===== src/inc/blank_sig_pkg.sv =====
package blank_sig_pkg;

  // frame delimiters and dummy byte sent while receiving
  localparam logic [7:0] FRAME_SOH = 8'h01;
  localparam logic [7:0] FRAME_STX = 8'h02;
  localparam logic [7:0] FRAME_ETX = 8'h03;
  localparam logic [7:0] DUMMY_BYTE = 8'h00;

  // command codes (plain defaults)
  localparam logic [7:0] BLANK_CHECK_CMD = 8'h32;
  localparam logic [7:0] SIGNATURE_CMD = 8'hC0;

  // command frame length field: command byte plus parameters
  localparam logic [7:0] BLANK_CMD_LEN = 8'h07;
  localparam logic [7:0] SIG_CMD_LEN = 8'h01;

  // status codes returned by the target
  localparam logic [7:0] ST_ACK = 8'h06;
  localparam logic [7:0] ST_PARAM_ERR = 8'h05;
  localparam logic [7:0] ST_CSUM_ERR = 8'h07;
  localparam logic [7:0] ST_NACK = 8'h15;
  localparam logic [7:0] ST_BLANK_VERIFY_FAIL = 8'h18;

  // frame byte positions
  localparam int IDX_LEN = 1;
  localparam int IDX_CMD = 2;
  localparam int IDX_FIRST_PRM = 3;
  localparam int IDX_TRAILER = 3;

  // address layout and block size
  localparam int ADDR_W = 24;
  localparam int BLOCK_SHIFT = 11;

  // clock and times
  localparam int CLOCK_MHZ = 10;
  localparam int COMMAND_BUSY_TIMEOUT_US = 1000;
  localparam int BLANK_CHECK_BASE_US = 1000;
  localparam int BLANK_CHECK_PER_BLOCK_US = 500;
  localparam int SIGNATURE_STATUS_TIMEOUT_US = 1000;
  localparam int SIGNATURE_DATA_TIMEOUT_US = 1000;
  localparam int COMMAND_BUSY_TIMEOUT_CYC = COMMAND_BUSY_TIMEOUT_US * CLOCK_MHZ;
  localparam int BLANK_BASE_CYC = BLANK_CHECK_BASE_US * CLOCK_MHZ;
  localparam int BLANK_PER_BLOCK_CYC = BLANK_CHECK_PER_BLOCK_US * CLOCK_MHZ;
  localparam int SIG_STATUS_CYC = SIGNATURE_STATUS_TIMEOUT_US * CLOCK_MHZ;
  localparam int SIG_DATA_CYC = SIGNATURE_DATA_TIMEOUT_US * CLOCK_MHZ;
  localparam int SCK_HALF_CYC = 8;

  // buffer default depth
  localparam int SIG_BUF_DEPTH = 2;

  typedef enum logic [1:0] {
    RES_OK,
    RES_ABNORMAL,
    RES_TIMEOUT,
    RES_DATA_ERR
  } result_t;

endpackage : blank_sig_pkg


===== src/rtl/blank_sig_host.sv =====
`timescale 1ns/10ps
module blank_sig_host #(
  parameter int CMD_TIMEOUT = blank_sig_pkg::COMMAND_BUSY_TIMEOUT_CYC,
  parameter int BLANK_BASE = blank_sig_pkg::BLANK_BASE_CYC,
  parameter int BLANK_PER_BLOCK = blank_sig_pkg::BLANK_PER_BLOCK_CYC,
  parameter int SIG_STATUS_TIMEOUT = blank_sig_pkg::SIG_STATUS_CYC,
  parameter int SIG_DATA_TIMEOUT = blank_sig_pkg::SIG_DATA_CYC,
  parameter int SCK_HALF = blank_sig_pkg::SCK_HALF_CYC,
  parameter int BUF_DEPTH = blank_sig_pkg::SIG_BUF_DEPTH
) (
  input wire logic clock, // system clock
  input wire logic reset, // async, active high
  input wire logic cmd_valid, // request a command
  output logic cmd_ready, // idle, request taken
  input wire logic cmd_signature, // 1 signature, 0 blank check
  input wire logic [23:0] start_addr, // blank check start address
  input wire logic [23:0] end_addr, // blank check end address
  output logic done, // one-cycle completion pulse
  output blank_sig_pkg::result_t result, // completion class
  output logic [7:0] status_code, // first status byte received
  output logic sig_valid, // signature byte available
  input wire logic sig_ready, // consumer takes signature byte
  output logic [7:0] sig_data, // signature byte
  output logic sig_last, // last signature byte
  output logic link_sck, // serial clock to target
  output logic link_mosi, // serial data to target
  input wire logic link_miso, // serial data from target
  input wire logic handshake_busy_line // high while target busy
);

  localparam int PW = (BUF_DEPTH > 1) ? $clog2(BUF_DEPTH) : 1;

  generate
    if (SCK_HALF < 3 || SCK_HALF > 255 || BUF_DEPTH < 2 ||
        (BUF_DEPTH & (BUF_DEPTH - 1)) != 0) begin : g_bad
      $error("unsupported parameter values");
    end
  endgenerate

  typedef enum logic [2:0] {
    S_IDLE,
    S_WAIT_CMD,
    S_SEND_CMD,
    S_WAIT_STATUS,
    S_RECV_STATUS,
    S_WAIT_DATA,
    S_RECV_DATA
  } state_t;

  state_t state_r;
  logic busy_m_r, busy_r, miso_m_r, miso_r;
  logic [8:0] idx_r;
  logic [7:0] len_r, sum_r;
  logic ok_r, sig_sel_r;
  logic [31:0] cyc_r, limit_r;
  logic [47:0] addr_r;
  logic xfer_r, sck_r, mosi_r;
  logic [7:0] sh_r, ph_r;
  logic [2:0] bit_r;
  logic done_r;
  blank_sig_pkg::result_t result_r;
  logic [7:0] status_r;
  logic [8:0] push_cnt_r;
  logic [8:0] buf_mem_r [BUF_DEPTH];
  logic [PW-1:0] wr_ptr_r, rd_ptr_r;
  logic [PW:0] cnt_r;

  logic [7:0] tx_byte, rx_byte;
  logic [8:0] last_idx, last_pay;
  logic byte_done, start_byte, in_payload, push, pop, rx_good;
  logic [31:0] nblk, blank_limit;

  // two-flop synchronisers on pins
  always_ff @(posedge clock or posedge reset) begin
    if (reset) begin
      busy_m_r <= 1'b1;
      busy_r <= 1'b1;
      miso_m_r <= 1'b0;
      miso_r <= 1'b0;
    end else begin
      busy_m_r <= handshake_busy_line;
      busy_r <= busy_m_r;
      miso_m_r <= link_miso;
      miso_r <= miso_m_r;
    end
  end

  assign last_idx = {1'b0, len_r} + 9'(blank_sig_pkg::IDX_TRAILER);
  assign last_pay = {1'b0, len_r} + 9'd1;
  assign rx_byte = {sh_r[6:0], miso_r};
  assign byte_done = xfer_r && (ph_r == 8'h00) && sck_r && (bit_r == 3'h7);
  assign in_payload = (idx_r >= 9'd2) && (idx_r <= last_pay);
  assign push = byte_done && (state_r == S_RECV_DATA) && in_payload;
  assign pop = sig_valid && sig_ready;
  assign rx_good = ok_r && (rx_byte == blank_sig_pkg::FRAME_ETX) &&
                   (sum_r == 8'h00);
  // frames start only in a transfer state, entered once busy released
  assign start_byte = !xfer_r && ((state_r == S_SEND_CMD) ||
                      (state_r == S_RECV_STATUS) ||
                      ((state_r == S_RECV_DATA) &&
                       (cnt_r < (PW+1)'(BUF_DEPTH))));

  // block count from the address range sets the blank check wait
  assign nblk = 32'((end_addr >> blank_sig_pkg::BLOCK_SHIFT) -
                    (start_addr >> blank_sig_pkg::BLOCK_SHIFT)) + 32'd1;
  assign blank_limit = 32'(BLANK_BASE) +
                       32'(BLANK_PER_BLOCK) * nblk;

  // command frame bytes
  always_comb begin
    tx_byte = blank_sig_pkg::DUMMY_BYTE;
    if (state_r == S_SEND_CMD) begin
      if (idx_r == 9'd0) begin
        tx_byte = blank_sig_pkg::FRAME_SOH;
      end else if (idx_r == 9'(blank_sig_pkg::IDX_LEN)) begin
        tx_byte = len_r;
      end else if (idx_r == 9'(blank_sig_pkg::IDX_CMD)) begin
        tx_byte = sig_sel_r ? blank_sig_pkg::SIGNATURE_CMD
                            : blank_sig_pkg::BLANK_CHECK_CMD;
      end else if (idx_r <= last_pay) begin
        case (idx_r - 9'(blank_sig_pkg::IDX_FIRST_PRM))
          9'd0: tx_byte = addr_r[47:40];
          9'd1: tx_byte = addr_r[39:32];
          9'd2: tx_byte = addr_r[31:24];
          9'd3: tx_byte = addr_r[23:16];
          9'd4: tx_byte = addr_r[15:8];
          default: tx_byte = addr_r[7:0];
        endcase
      end else if (idx_r == last_pay + 9'd1) begin
        tx_byte = 8'h00 - sum_r;
      end else begin
        tx_byte = blank_sig_pkg::FRAME_ETX;
      end
    end
  end

  // byte engine: data set with sck low, target samples on rise
  always_ff @(posedge clock or posedge reset) begin
    if (reset) begin
      xfer_r <= 1'b0;
      sck_r <= 1'b1;
      mosi_r <= 1'b1;
      sh_r <= 8'h00;
      bit_r <= 3'h0;
      ph_r <= 8'h00;
    end else if (start_byte) begin
      xfer_r <= 1'b1;
      sck_r <= 1'b0;
      mosi_r <= tx_byte[7];
      sh_r <= tx_byte;
      bit_r <= 3'h0;
      ph_r <= 8'(SCK_HALF - 1);
    end else if (xfer_r) begin
      if (ph_r != 8'h00) begin
        ph_r <= ph_r - 8'h01;
      end else if (!sck_r) begin
        sck_r <= 1'b1;
        ph_r <= 8'(SCK_HALF - 1);
      end else begin
        sh_r <= rx_byte;
        if (bit_r == 3'h7) begin
          xfer_r <= 1'b0;
        end else begin
          sck_r <= 1'b0;
          mosi_r <= sh_r[6];
          bit_r <= bit_r + 3'h1;
          ph_r <= 8'(SCK_HALF - 1);
        end
      end
    end
  end

  // command sequencer
  always_ff @(posedge clock or posedge reset) begin
    if (reset) begin
      state_r <= S_IDLE;
      idx_r <= 9'h000;
      len_r <= 8'h00;
      sum_r <= 8'h00;
      ok_r <= 1'b0;
      sig_sel_r <= 1'b0;
      cyc_r <= 32'h0;
      limit_r <= 32'h0;
      addr_r <= 48'h0;
      done_r <= 1'b0;
      result_r <= blank_sig_pkg::RES_OK;
      status_r <= 8'h00;
    end else begin
      done_r <= 1'b0;
      case (state_r)
        S_IDLE: begin
          if (cmd_valid) begin
            sig_sel_r <= cmd_signature;
            addr_r <= {start_addr, end_addr};
            len_r <= cmd_signature ? blank_sig_pkg::SIG_CMD_LEN
                                   : blank_sig_pkg::BLANK_CMD_LEN;
            limit_r <= cmd_signature ? 32'(SIG_STATUS_TIMEOUT)
                                     : blank_limit;
            cyc_r <= 32'h0;
            state_r <= S_WAIT_CMD;
          end
        end
        S_WAIT_CMD, S_WAIT_STATUS, S_WAIT_DATA: begin
          idx_r <= 9'h000;
          sum_r <= 8'h00;
          if (!busy_r) begin
            cyc_r <= 32'h0;
            case (state_r)
              S_WAIT_CMD: state_r <= S_SEND_CMD;
              S_WAIT_STATUS: state_r <= S_RECV_STATUS;
              default: state_r <= S_RECV_DATA;
            endcase
          end else if (state_r == S_WAIT_CMD && cyc_r >= 32'(CMD_TIMEOUT)
                       || state_r != S_WAIT_CMD && cyc_r >= limit_r) begin
            done_r <= 1'b1;
            result_r <= blank_sig_pkg::RES_TIMEOUT;
            state_r <= S_IDLE;
          end else begin
            cyc_r <= cyc_r + 32'h1;
          end
        end
        S_SEND_CMD: begin
          if (byte_done) begin
            if (idx_r >= 9'd1 && idx_r <= last_pay) begin
              sum_r <= sum_r + tx_byte;
            end
            if (idx_r == last_idx) begin
              state_r <= S_WAIT_STATUS;
              status_r <= 8'h00;
            end else begin
              idx_r <= idx_r + 9'd1;
            end
          end
        end
        S_RECV_STATUS, S_RECV_DATA: begin
          if (byte_done) begin
            idx_r <= idx_r + 9'd1;
            if (idx_r == 9'd0) begin
              ok_r <= (rx_byte == blank_sig_pkg::FRAME_STX);
            end else if (idx_r == 9'd1) begin
              len_r <= rx_byte;
              sum_r <= rx_byte;
            end else if (idx_r != last_idx) begin
              sum_r <= sum_r + rx_byte;
              if (idx_r == 9'd2 && state_r == S_RECV_STATUS) begin
                status_r <= rx_byte;
              end
            end else if (state_r == S_RECV_DATA) begin
              done_r <= 1'b1;
              result_r <= rx_good ? blank_sig_pkg::RES_OK
                                  : blank_sig_pkg::RES_DATA_ERR;
              state_r <= S_IDLE;
            end else if (rx_good && status_r == blank_sig_pkg::ST_ACK &&
                         sig_sel_r) begin
              limit_r <= 32'(SIG_DATA_TIMEOUT);
              cyc_r <= 32'h0;
              state_r <= S_WAIT_DATA;
            end else begin
              done_r <= 1'b1;
              result_r <= (rx_good && status_r == blank_sig_pkg::ST_ACK) ?
                          blank_sig_pkg::RES_OK :
                          blank_sig_pkg::RES_ABNORMAL;
              state_r <= S_IDLE;
            end
          end
        end
        default: state_r <= S_IDLE;
      endcase
    end
  end

  // signature byte buffer
  generate
    for (genvar i = 0; i < BUF_DEPTH; i++) begin : g_buf
      always_ff @(posedge clock or posedge reset) begin
        if (reset) begin
          buf_mem_r[i] <= 9'h000;
        end else if (push && wr_ptr_r == PW'(i)) begin
          buf_mem_r[i] <= {idx_r == last_pay, rx_byte};
        end
      end
    end
  endgenerate

  always_ff @(posedge clock or posedge reset) begin
    if (reset) begin
      wr_ptr_r <= '0;
      rd_ptr_r <= '0;
      cnt_r <= '0;
      push_cnt_r <= 9'h000;
    end else begin
      if (push) begin
        wr_ptr_r <= wr_ptr_r + PW'(1);
      end
      if (pop) begin
        rd_ptr_r <= rd_ptr_r + PW'(1);
      end
      cnt_r <= cnt_r + (PW+1)'(push) - (PW+1)'(pop);
      if (state_r == S_WAIT_DATA) begin
        push_cnt_r <= 9'h000;
      end else if (push) begin
        push_cnt_r <= push_cnt_r + 9'd1;
      end
    end
  end

  assign cmd_ready = (state_r == S_IDLE);
  assign done = done_r;
  assign result = result_r;
  assign status_code = status_r;
  assign sig_valid = (cnt_r != '0);
  assign sig_data = buf_mem_r[rd_ptr_r][7:0];
  assign sig_last = buf_mem_r[rd_ptr_r][8];
  assign link_sck = sck_r;
  assign link_mosi = mosi_r;

  AST_FRAME_NOT_WHILE_BUSY: assert property (
    @(posedge clock) disable iff (reset)
    $rose(state_r == S_SEND_CMD) || $rose(state_r == S_RECV_STATUS) ||
    $rose(state_r == S_RECV_DATA) |-> !$past(busy_r))
    else $error("frame started while target busy");

  AST_CMD_TIMEOUT: assert property (
    @(posedge clock) disable iff (reset)
    state_r == S_WAIT_CMD && busy_r && cyc_r >= 32'(CMD_TIMEOUT) |=>
    done_r && result_r == blank_sig_pkg::RES_TIMEOUT && state_r == S_IDLE)
    else $error("command busy time-out not reported");

  AST_BLANK_LIMIT: assert property (
    @(posedge clock) disable iff (reset)
    state_r == S_IDLE && cmd_valid && !cmd_signature |=>
    limit_r == $past(blank_limit))
    else $error("blank check limit not taken from block range");

  AST_BLANK_LEN: assert property (
    @(posedge clock) disable iff (reset)
    start_byte && state_r == S_SEND_CMD && idx_r == 9'd1 && !sig_sel_r |->
    tx_byte == 8'h07)
    else $error("blank check length field wrong");

  AST_SIG_LEN: assert property (
    @(posedge clock) disable iff (reset)
    start_byte && state_r == S_SEND_CMD && idx_r == 9'd1 && sig_sel_r |->
    tx_byte == 8'h01)
    else $error("signature length field wrong");

  AST_BLANK_ENDS_ON_STATUS: assert property (
    @(posedge clock) disable iff (reset)
    state_r == S_RECV_STATUS && byte_done && idx_r == last_idx &&
    !sig_sel_r |=> done_r && state_r == S_IDLE)
    else $error("blank check did not end on status frame");

  AST_SIG_ACK_TO_DATA: assert property (
    @(posedge clock) disable iff (reset)
    state_r == S_RECV_STATUS && byte_done && idx_r == last_idx &&
    sig_sel_r && rx_good && status_r == 8'h06 |=>
    state_r == S_WAIT_DATA && !done_r)
    else $error("signature ack did not lead to data frame");

  AST_DATA_BAD_SUM: assert property (
    @(posedge clock) disable iff (reset)
    state_r == S_RECV_DATA && byte_done && idx_r == last_idx &&
    sum_r != 8'h00 |=> done_r && result_r == blank_sig_pkg::RES_DATA_ERR)
    else $error("data frame checksum error missed");

  AST_PAYLOAD_COUNT: assert property (
    @(posedge clock) disable iff (reset)
    $rose(done_r) && sig_sel_r && result_r == blank_sig_pkg::RES_OK |->
    push_cnt_r == {1'b0, len_r})
    else $error("signature byte count differs from length field");

  AST_TIMEOUT_CAUSE: assert property (
    @(posedge clock) disable iff (reset)
    done_r && result_r == blank_sig_pkg::RES_TIMEOUT |->
    $past(busy_r) && ($past(state_r) == S_WAIT_CMD ||
    $past(cyc_r) >= $past(limit_r)))
    else $error("time-out reported without busy overrun");

  COV_BLANK_OK: cover property (@(posedge clock) disable iff (reset)
    done_r && !sig_sel_r && result_r == blank_sig_pkg::RES_OK);
  COV_SIG_OK: cover property (@(posedge clock) disable iff (reset)
    done_r && sig_sel_r && result_r == blank_sig_pkg::RES_OK);
  COV_TIMEOUT: cover property (@(posedge clock) disable iff (reset)
    done_r && result_r == blank_sig_pkg::RES_TIMEOUT);
  COV_BUF_FULL: cover property (@(posedge clock) disable iff (reset)
    cnt_r == (PW+1)'(BUF_DEPTH) && !sig_ready);

endmodule : blank_sig_host


===== config.mk =====
export PLATFORM = sky130hd
export DESIGN_NAME = blank_sig_host
export DESIGN_NICKNAME = d
export VERILOG_FILES = /design/src/inc/blank_sig_pkg.sv /design/src/rtl/blank_sig_host.sv
export SDC_FILE = /design/constraint.sdc
export NUM_CORES = 1
export LEC_CHECK = 0
export BUFFER_PORTS_ARGS = -buffer_cell sky130_fd_sc_hd__buf_2
export CAP_MARGIN = 20
export CORE_MARGIN = 10
export CORE_UTILIZATION = 65
export CTS_CLUSTER_DIAMETER = 80
export DETAILED_ROUTE_END_ITERATION = 7
export GPL_TIMING_DRIVEN = 0
export PLACE_DENSITY = 0.81
export SETUP_SLACK_MARGIN = 0.3
export SYNTH_ARGS = -nofsm -noshare
export SYNTH_HDL_FRONTEND = slang
export SYNTH_SLANG_ARGS = --single-unit

===== constraint.sdc =====
create_clock -name clock -period 13.7 [get_ports clock]
set_input_delay 2.74 -clock clock [delete_from_list [all_inputs] [get_ports clock]]
set_output_delay 2.74 -clock clock [all_outputs]
set_load 0.01 [all_outputs]

* Yosys cells after proc, flatten, opt, wreduce, memory -nomap -nowiden
Index checks and enable logic that the tools add are counted.
** Storage, ports and cells
- Register bits :: 200
- Input bits :: 55
** Operators by class
- Reductions and logical operators :: 53
- Mux-type cells :: 117
- Equal/unequal tests :: 44
- $mul :: 1
- Bitwise gates (word level) :: 2
- Order comparisons :: 7
- Add/sub/neg operators :: 18
** Operators by type and width (number)
- $mux 32 :: 17
- $mux 8 :: 29
- $pmux 32 s3 :: 1
- $pmux 32 s2 :: 1
- $mux 9 :: 6
- $mux 3 :: 17
- $pmux 8 s5 :: 1
- $add 14x32->32 const A :: 1
- $add 32x1->32 const B :: 1
- $ge 32x14->1 const B :: 1
- $ge 32x32->1 :: 1
- $mul 10x32->29 const A :: 1
- $ne 2x2->1 const B :: 16
- $pmux 8 s2 :: 2
- $reduce_and 8->1 :: 4
- $mux 7 :: 4
- $eq 9x2->1 const B :: 3
- $eq 9x9->1 :: 3
- $pmux 9 s3 :: 1
- $mux 1 :: 24
- $pmux 8 s3 :: 1
- $logic_and 1x1->1 :: 19
- $add 9x1->9 const B :: 2
- $eq 9x1->1 const B :: 2
- other kinds (51) :: 84

* Depth between registers and ports, before layout
- Word-level depth :: 13
- Mapped depth :: 36

* Worst setup path after synthesis
No wires, ideal clock.
- Path kind :: input -> register
- From :: in end_addr[11]
- To :: reg limit_r[27]
- Arrival time :: 10.001 ns
- Setup slack :: 3.578 ns
- Data required time :: 13.579 ns
- Path buffers :: 0
- Stages on the path :: 33
- Setup time :: 0.121 ns
- Path through :: inv_1 -> ha_1 -> fa_1 -> nand2b_1 -> a21oi_1 -> xor2_1 -> nand2_1 -> nor2_1 -> nor2_1 -> o311ai_0 -> a21oi_1 -> xnor2_1 -> fa_1 -> inv_1 -> ha_1 -> inv_1 -> fa_1 -> inv_1 -> ha_1 -> inv_1 -> fa_1 -> inv_1 -> ha_1 -> and3_1 -> a221o_1 -> a21oi_1 -> nand4_1 -> a21o_1 -> or3b_2 -> nor3b_2 -> nand3_1 -> xor2_1 -> a22o_1
** Between the ends
- Longest elaborated chain between the ends :: 7
** Ends and longest elaborated chain
- start, declared :: RTL line blank_sig_host.sv:17 : input wire logic [23:0] end_addr,
- $sub 13x13->14 :: RTL line blank_sig_host.sv:104 : assign nblk = 32'((end_addr >> blank_sig_pkg::BLOCK_SHIFT) -
- $add 14x2->15 :: RTL line blank_sig_host.sv:105 : (start_addr >> blank_sig_pkg::BLOCK_SHIFT)) + 32'd1;
- $mul 10x32->29 :: RTL line blank_sig_host.sv:107 : 32'(BLANK_PER_BLOCK) * nblk;
- $add 14x32->32 :: RTL line blank_sig_host.sv:106 : assign blank_limit = 32'(BLANK_BASE) +
- $mux 32 :: RTL line blank_sig_host.sv:197 : limit_r <= cmd_signature ? 32'(SIG_STATUS_TIMEOUT)
- $mux 32 :: RTL line blank_sig_host.sv:192 : if (cmd_valid) begin
- $pmux 32 s2 :: RTL line blank_sig_host.sv:190 : case (state_r)
- end signal, assigned :: RTL line blank_sig_host.sv:197
- end signal, assigned :: RTL line blank_sig_host.sv:255 : limit_r <= 32'(SIG_DATA_TIMEOUT);
- end, declared :: RTL line blank_sig_host.sv:55 : logic [31:0] cyc_r, limit_r;
Every way passes these cells. The select of a mux whose other input is x is not followed.
A chain may end at the register's enable or synchronous reset.

* Worst setup path after layout
- From :: in end_addr[11]
- To :: reg limit_r[23]
The elaborated chain is that of the path after synthesis.

==> impl.org <==
** Status
- Run status :: finished, final reports clean

** Logic synthesis
- After synthesis, the largest family of logic cells by area is compound AO/OA/AOI/OAI gates.
- Fraction of the mapped netlist area in adder cells :: 0.1595
- Counting flops with a built-in enable in the synthesized netlist gives 0.
- Synthesized-area fraction occupied by ao, oa, aoi and oai cells :: 0.1840
- Of the post-synthesis cell area, the dominant cell type holds 0.2912.
- Synth async-reset ratio :: 1.000
- After synthesis, the netlist uses 82 different library cells.
- Flop and latch count out of synthesis :: 197
- Primary flip-flop cell chosen by synthesis mapping :: dfrtp_1
- After technology mapping, the gate count stands at 1867.
- Of the total synthesized cell area, the portion taken by XOR and XNOR cells is 0.07476.
- Mean Syn Cell Area :: 8.884 um2
- Post-synth design cell area :: 16590 um2
- Fraction of synthesized area in multiplexers :: 0.05718
- For this run, the register share of the synthesized area comes to 0.2975.
- Post-synth net total :: 2110
- Library cell occupying the most area in the post-synthesis netlist :: dfrtp_1
- Number of warnings printed during yosys synthesis :: 0
- Dominant cells by area after synthesis :: dfrtp_1 (29%), ha_1 (11%), mux2_2 (5.3%)
- Of the total synthesized cell area, the portion taken by AND, OR, NAND and NOR gates is 0.1667.

** Final layout
- Net count of the finished layout :: 2208
- The multi-input combinational cells in the finished layout cover a total of 10660 um2.
- The layout has 1953 filler cells.
- Share of cells above drive strength 1 :: 0.1163
- Synthesis-to-finish area growth :: 8.871%
- Count of inserted antenna diode cells :: 0
- Sequential cell area in the final layout :: 4935 um2

** Floorplanning
- In this run the core area contains 58 standard-cell rows.
- For this configuration, the core starts out at a cell density of 0.6587.
- Chip Height :: 179.7 um
- The die is 179.7 um wide.
- Die ar. :: 32310 um2
- During I/O placement, the number of pins put on the boundary was 79.
- The region available for standard cell placement spans 25180 um2.

** Clock tree
- Post-CTS Resized :: 0
- Root Buffer Master :: clkbuf_16
- Number of hold buffers added after CTS :: 0
- CTS tree :: yes
- Latest clock arrival within the worst-skew pair :: 460 ps
- Clock tree synthesis found a total of 197 sinks.
- CTS max path bufs :: 2
- The H-tree generated during clock tree synthesis spans 4 levels.
- Clock-pin slew of the registers on the worst-case setup and hold paths :: 90 ps
- In this run the post-CTS setup repair buffer count came out at 0.
- Number of buffers created by CTS :: 17

** Job
- Max-cap violations in this run came to 0.

** Global routing
- The number of antenna violations at the first check in global routing was 0.
- Across every metal layer, demand over resource in global routing totals 0.2613.
- Global route overflow :: 0
- Maximum number of pins on one net before global-route repair :: 121
- Global-route wire length before repair :: 71720 um
- Vias in the first global route :: 14130

** Timing
- Final setup violation count :: 0
- Setup repair after global routing left no endpoint under its margin.
- Clock skew :: 23.78 ps
- The final count of pins violating max slew came to 0.
- Setup tns final :: 0 ps
- Fmax achieved :: 90.41 MHz
- In the finished design, the share of the clock period the worst path needs comes to 0.8073.
- The worst pin sits at a relative slew slack of 0.3096.
- Final hold violation count :: 0
- Counting I/O delays and the setup requirement, the final critical path takes 11060 ps.
- Worst Max-Slew Pin Slew :: 1031 ps

** Critical path
- Critical Path End Type :: flop
- Depth of the most critical reg-to-reg path :: 23
- The endpoint identified for the worst register-to-register timing path is sum_r[7]$_DFFE_PP0P_.
- For this run, the slowest stage of the critical path takes 660 ps.
- CP Launch Type :: input port
- Among the stages of the critical path, the cell type that occurs most often is ha_1.
- Reg2reg setup slack :: 7860 ps
- Class of the most critical setup path :: input port to flop
- Data on the critical path arrives at its endpoint at 11400 ps.
- Launching point of the worst reg2reg path :: len_r[1]$_DFFE_PP0P_
- On the critical path, the stage with the largest delay is an instance of xor2_1.
- Along the worst path, the maximum fanout reaches 10.
- For the worst setup path, the data required time is 14040 ps.

** Route
- In this run the remaining antenna-violating nets after routing total 0.
- After detailed routing, the average wire length per cell comes to 18.86 um.
- The detailed router placed 14510 vias in this run.
- After detailed routing, the number of vias per cell comes to 6.287.
- Final routed DRC violation total :: 0
- Number of violations reported at the end of detailed-routing iteration 0 :: 1442
- The first detailed-routing pass took 8 iterations.
- The routed design has 43540 um of wire.

** Min path
- Worst Min Path Start :: busy_m_r$_DFF_PP1_
- The path with the worst hold slack has its endpoint at busy_r$_DFF_PP1_.
- In this run the worst hold path is classified as flop to flop.
- Hold depth :: 0

** Place
- The count of buffers added on input and output ports is 78.
- Routability-driven placement finished with a final weighted congestion of 0.9563.
- Detailed-placement wirelength estimate :: 33690 um
placed cells by master (no fill, tap or decap), drive strengths merged, types with 8 or more instances in the layout:
cell type	count
inv	194
dfrtp	193
ha	149
nand2	138
nor2	121
o21ai	113
a21oi	98
buf	96
xnor2	88
mux2	78
clkbuf	76
xor2	51
nand3	42
fa	39
nor3	34
a21o	31
a22o	25
o31ai	25
nand4	24
or3	24
nor2b	23
and2	21
nor4	20
o21a	19
nand2b	15
and3	15
or4	14
a31oi	13
a22oi	13
a211o	13
a211oi	11
nand4b	10
or2	9
nor4b	8
a222oi	8
o2111ai	8
layer usage:
metal	share of wire	global-route usage	wire (um)	up-vias
met5	0	0	0	-
met4	0.014	0.05723	599	0
met3	0.076	0.04317	3299	57
met2	0.46	0.4168	20150	575
met1	0.45	0.3653	19490	7019
li1	-	-	-	6859
Yosys cell counts, types with 31 or more instances:
cell type  number
a21o_1         31
a21oi_1        98
clkbuf_1       58
dfrtp_1       193
fa_1           39
ha_1          149
inv_1         186
mux2_2         78
nand2_1       138
nand3_1        42
nor2_1        120
nor3_1         34
o21ai_0       109
xnor2_1        88
xor2_1         51
logic make-up (layout without fill, tap and decap cells):
family / Yosys count / in the layout
fa+ha+maj: 188 / 188
buf+inv: 261 / 372
simple gates: 541 / 541
compound gates: 455 / 455
mux: 85 / 85
xor+xnor: 140 / 140
flops: 197 / 197
registers in the layout (all words and copies together) (netlist names), 2 cells and up:
register,flops
addr_r,48
cyc_r,32
limit_r,29
buf_mem_r,18
idx_r,9
len_r,8
ph_r,8
status_code,8
sum_r,8
sh_r,7
bit_r,3
state_r,3
cnt_r,2
result,2
per-stage QoR:
step	utilization	std cells	hold slack, ps	cell area, um2	setup WS (ps)
6_report	0.7171	2308	347.2	18060	2640
5_1_grt	0.7171	2308	351.7	18060	2024
4_1_cts	0.7171	2308	352.2	18060	2687
3_5_place_dp	0.6922	2276	341.7	17430	2244
3_3_place_gp	0.6906	2275	333.6	17390	2386
2_1_floorplan	-	1867	331.2	16590	3578
worst max path at each step:
stage               slack [ps]                 endpoint  depth (start not counted)          from
CTS                       2690  limit_r[23]$_DFFE_PP0P_                         30  end_addr[11]
global route              2020  limit_r[31]$_DFFE_PP0P_                         30  end_addr[11]
floorplan                 3580  limit_r[27]$_DFFE_PP0P_                         33  end_addr[11]
detailed placement        2240  limit_r[23]$_DFFE_PP0P_                         30  end_addr[11]
finish                    2640  limit_r[23]$_DFFE_PP0P_                         30  end_addr[11]
global placement          2390  limit_r[27]$_DFFE_PP0P_                         30  end_addr[11]
final cells by class:
type | count | share of cell area
timing repair buffer | 79 | 0.02314
clock buffer | 18 | 0.02432
tap | 330 | 0.02287
buffer | 75 | 0.01677
sequential | 197 | 0.2733
clock inverter | 14 | 0.01039
multi-input combinational | 1409 | 0.5901
inverter | 186 | 0.03908
worst max-delay path: cells and delay by family:
family / cells / cell delay [ps]
simple gates: 10 / 2970
fa+ha+maj: 8 / 2910
xor+xnor: 5 / 1710
buf+inv: 5 / 580
compound gates: 2 / 510
Power is left out: the tool's default activity adds up to more than one toggle a clock period on the data nets, which glitch-free logic cannot reach.
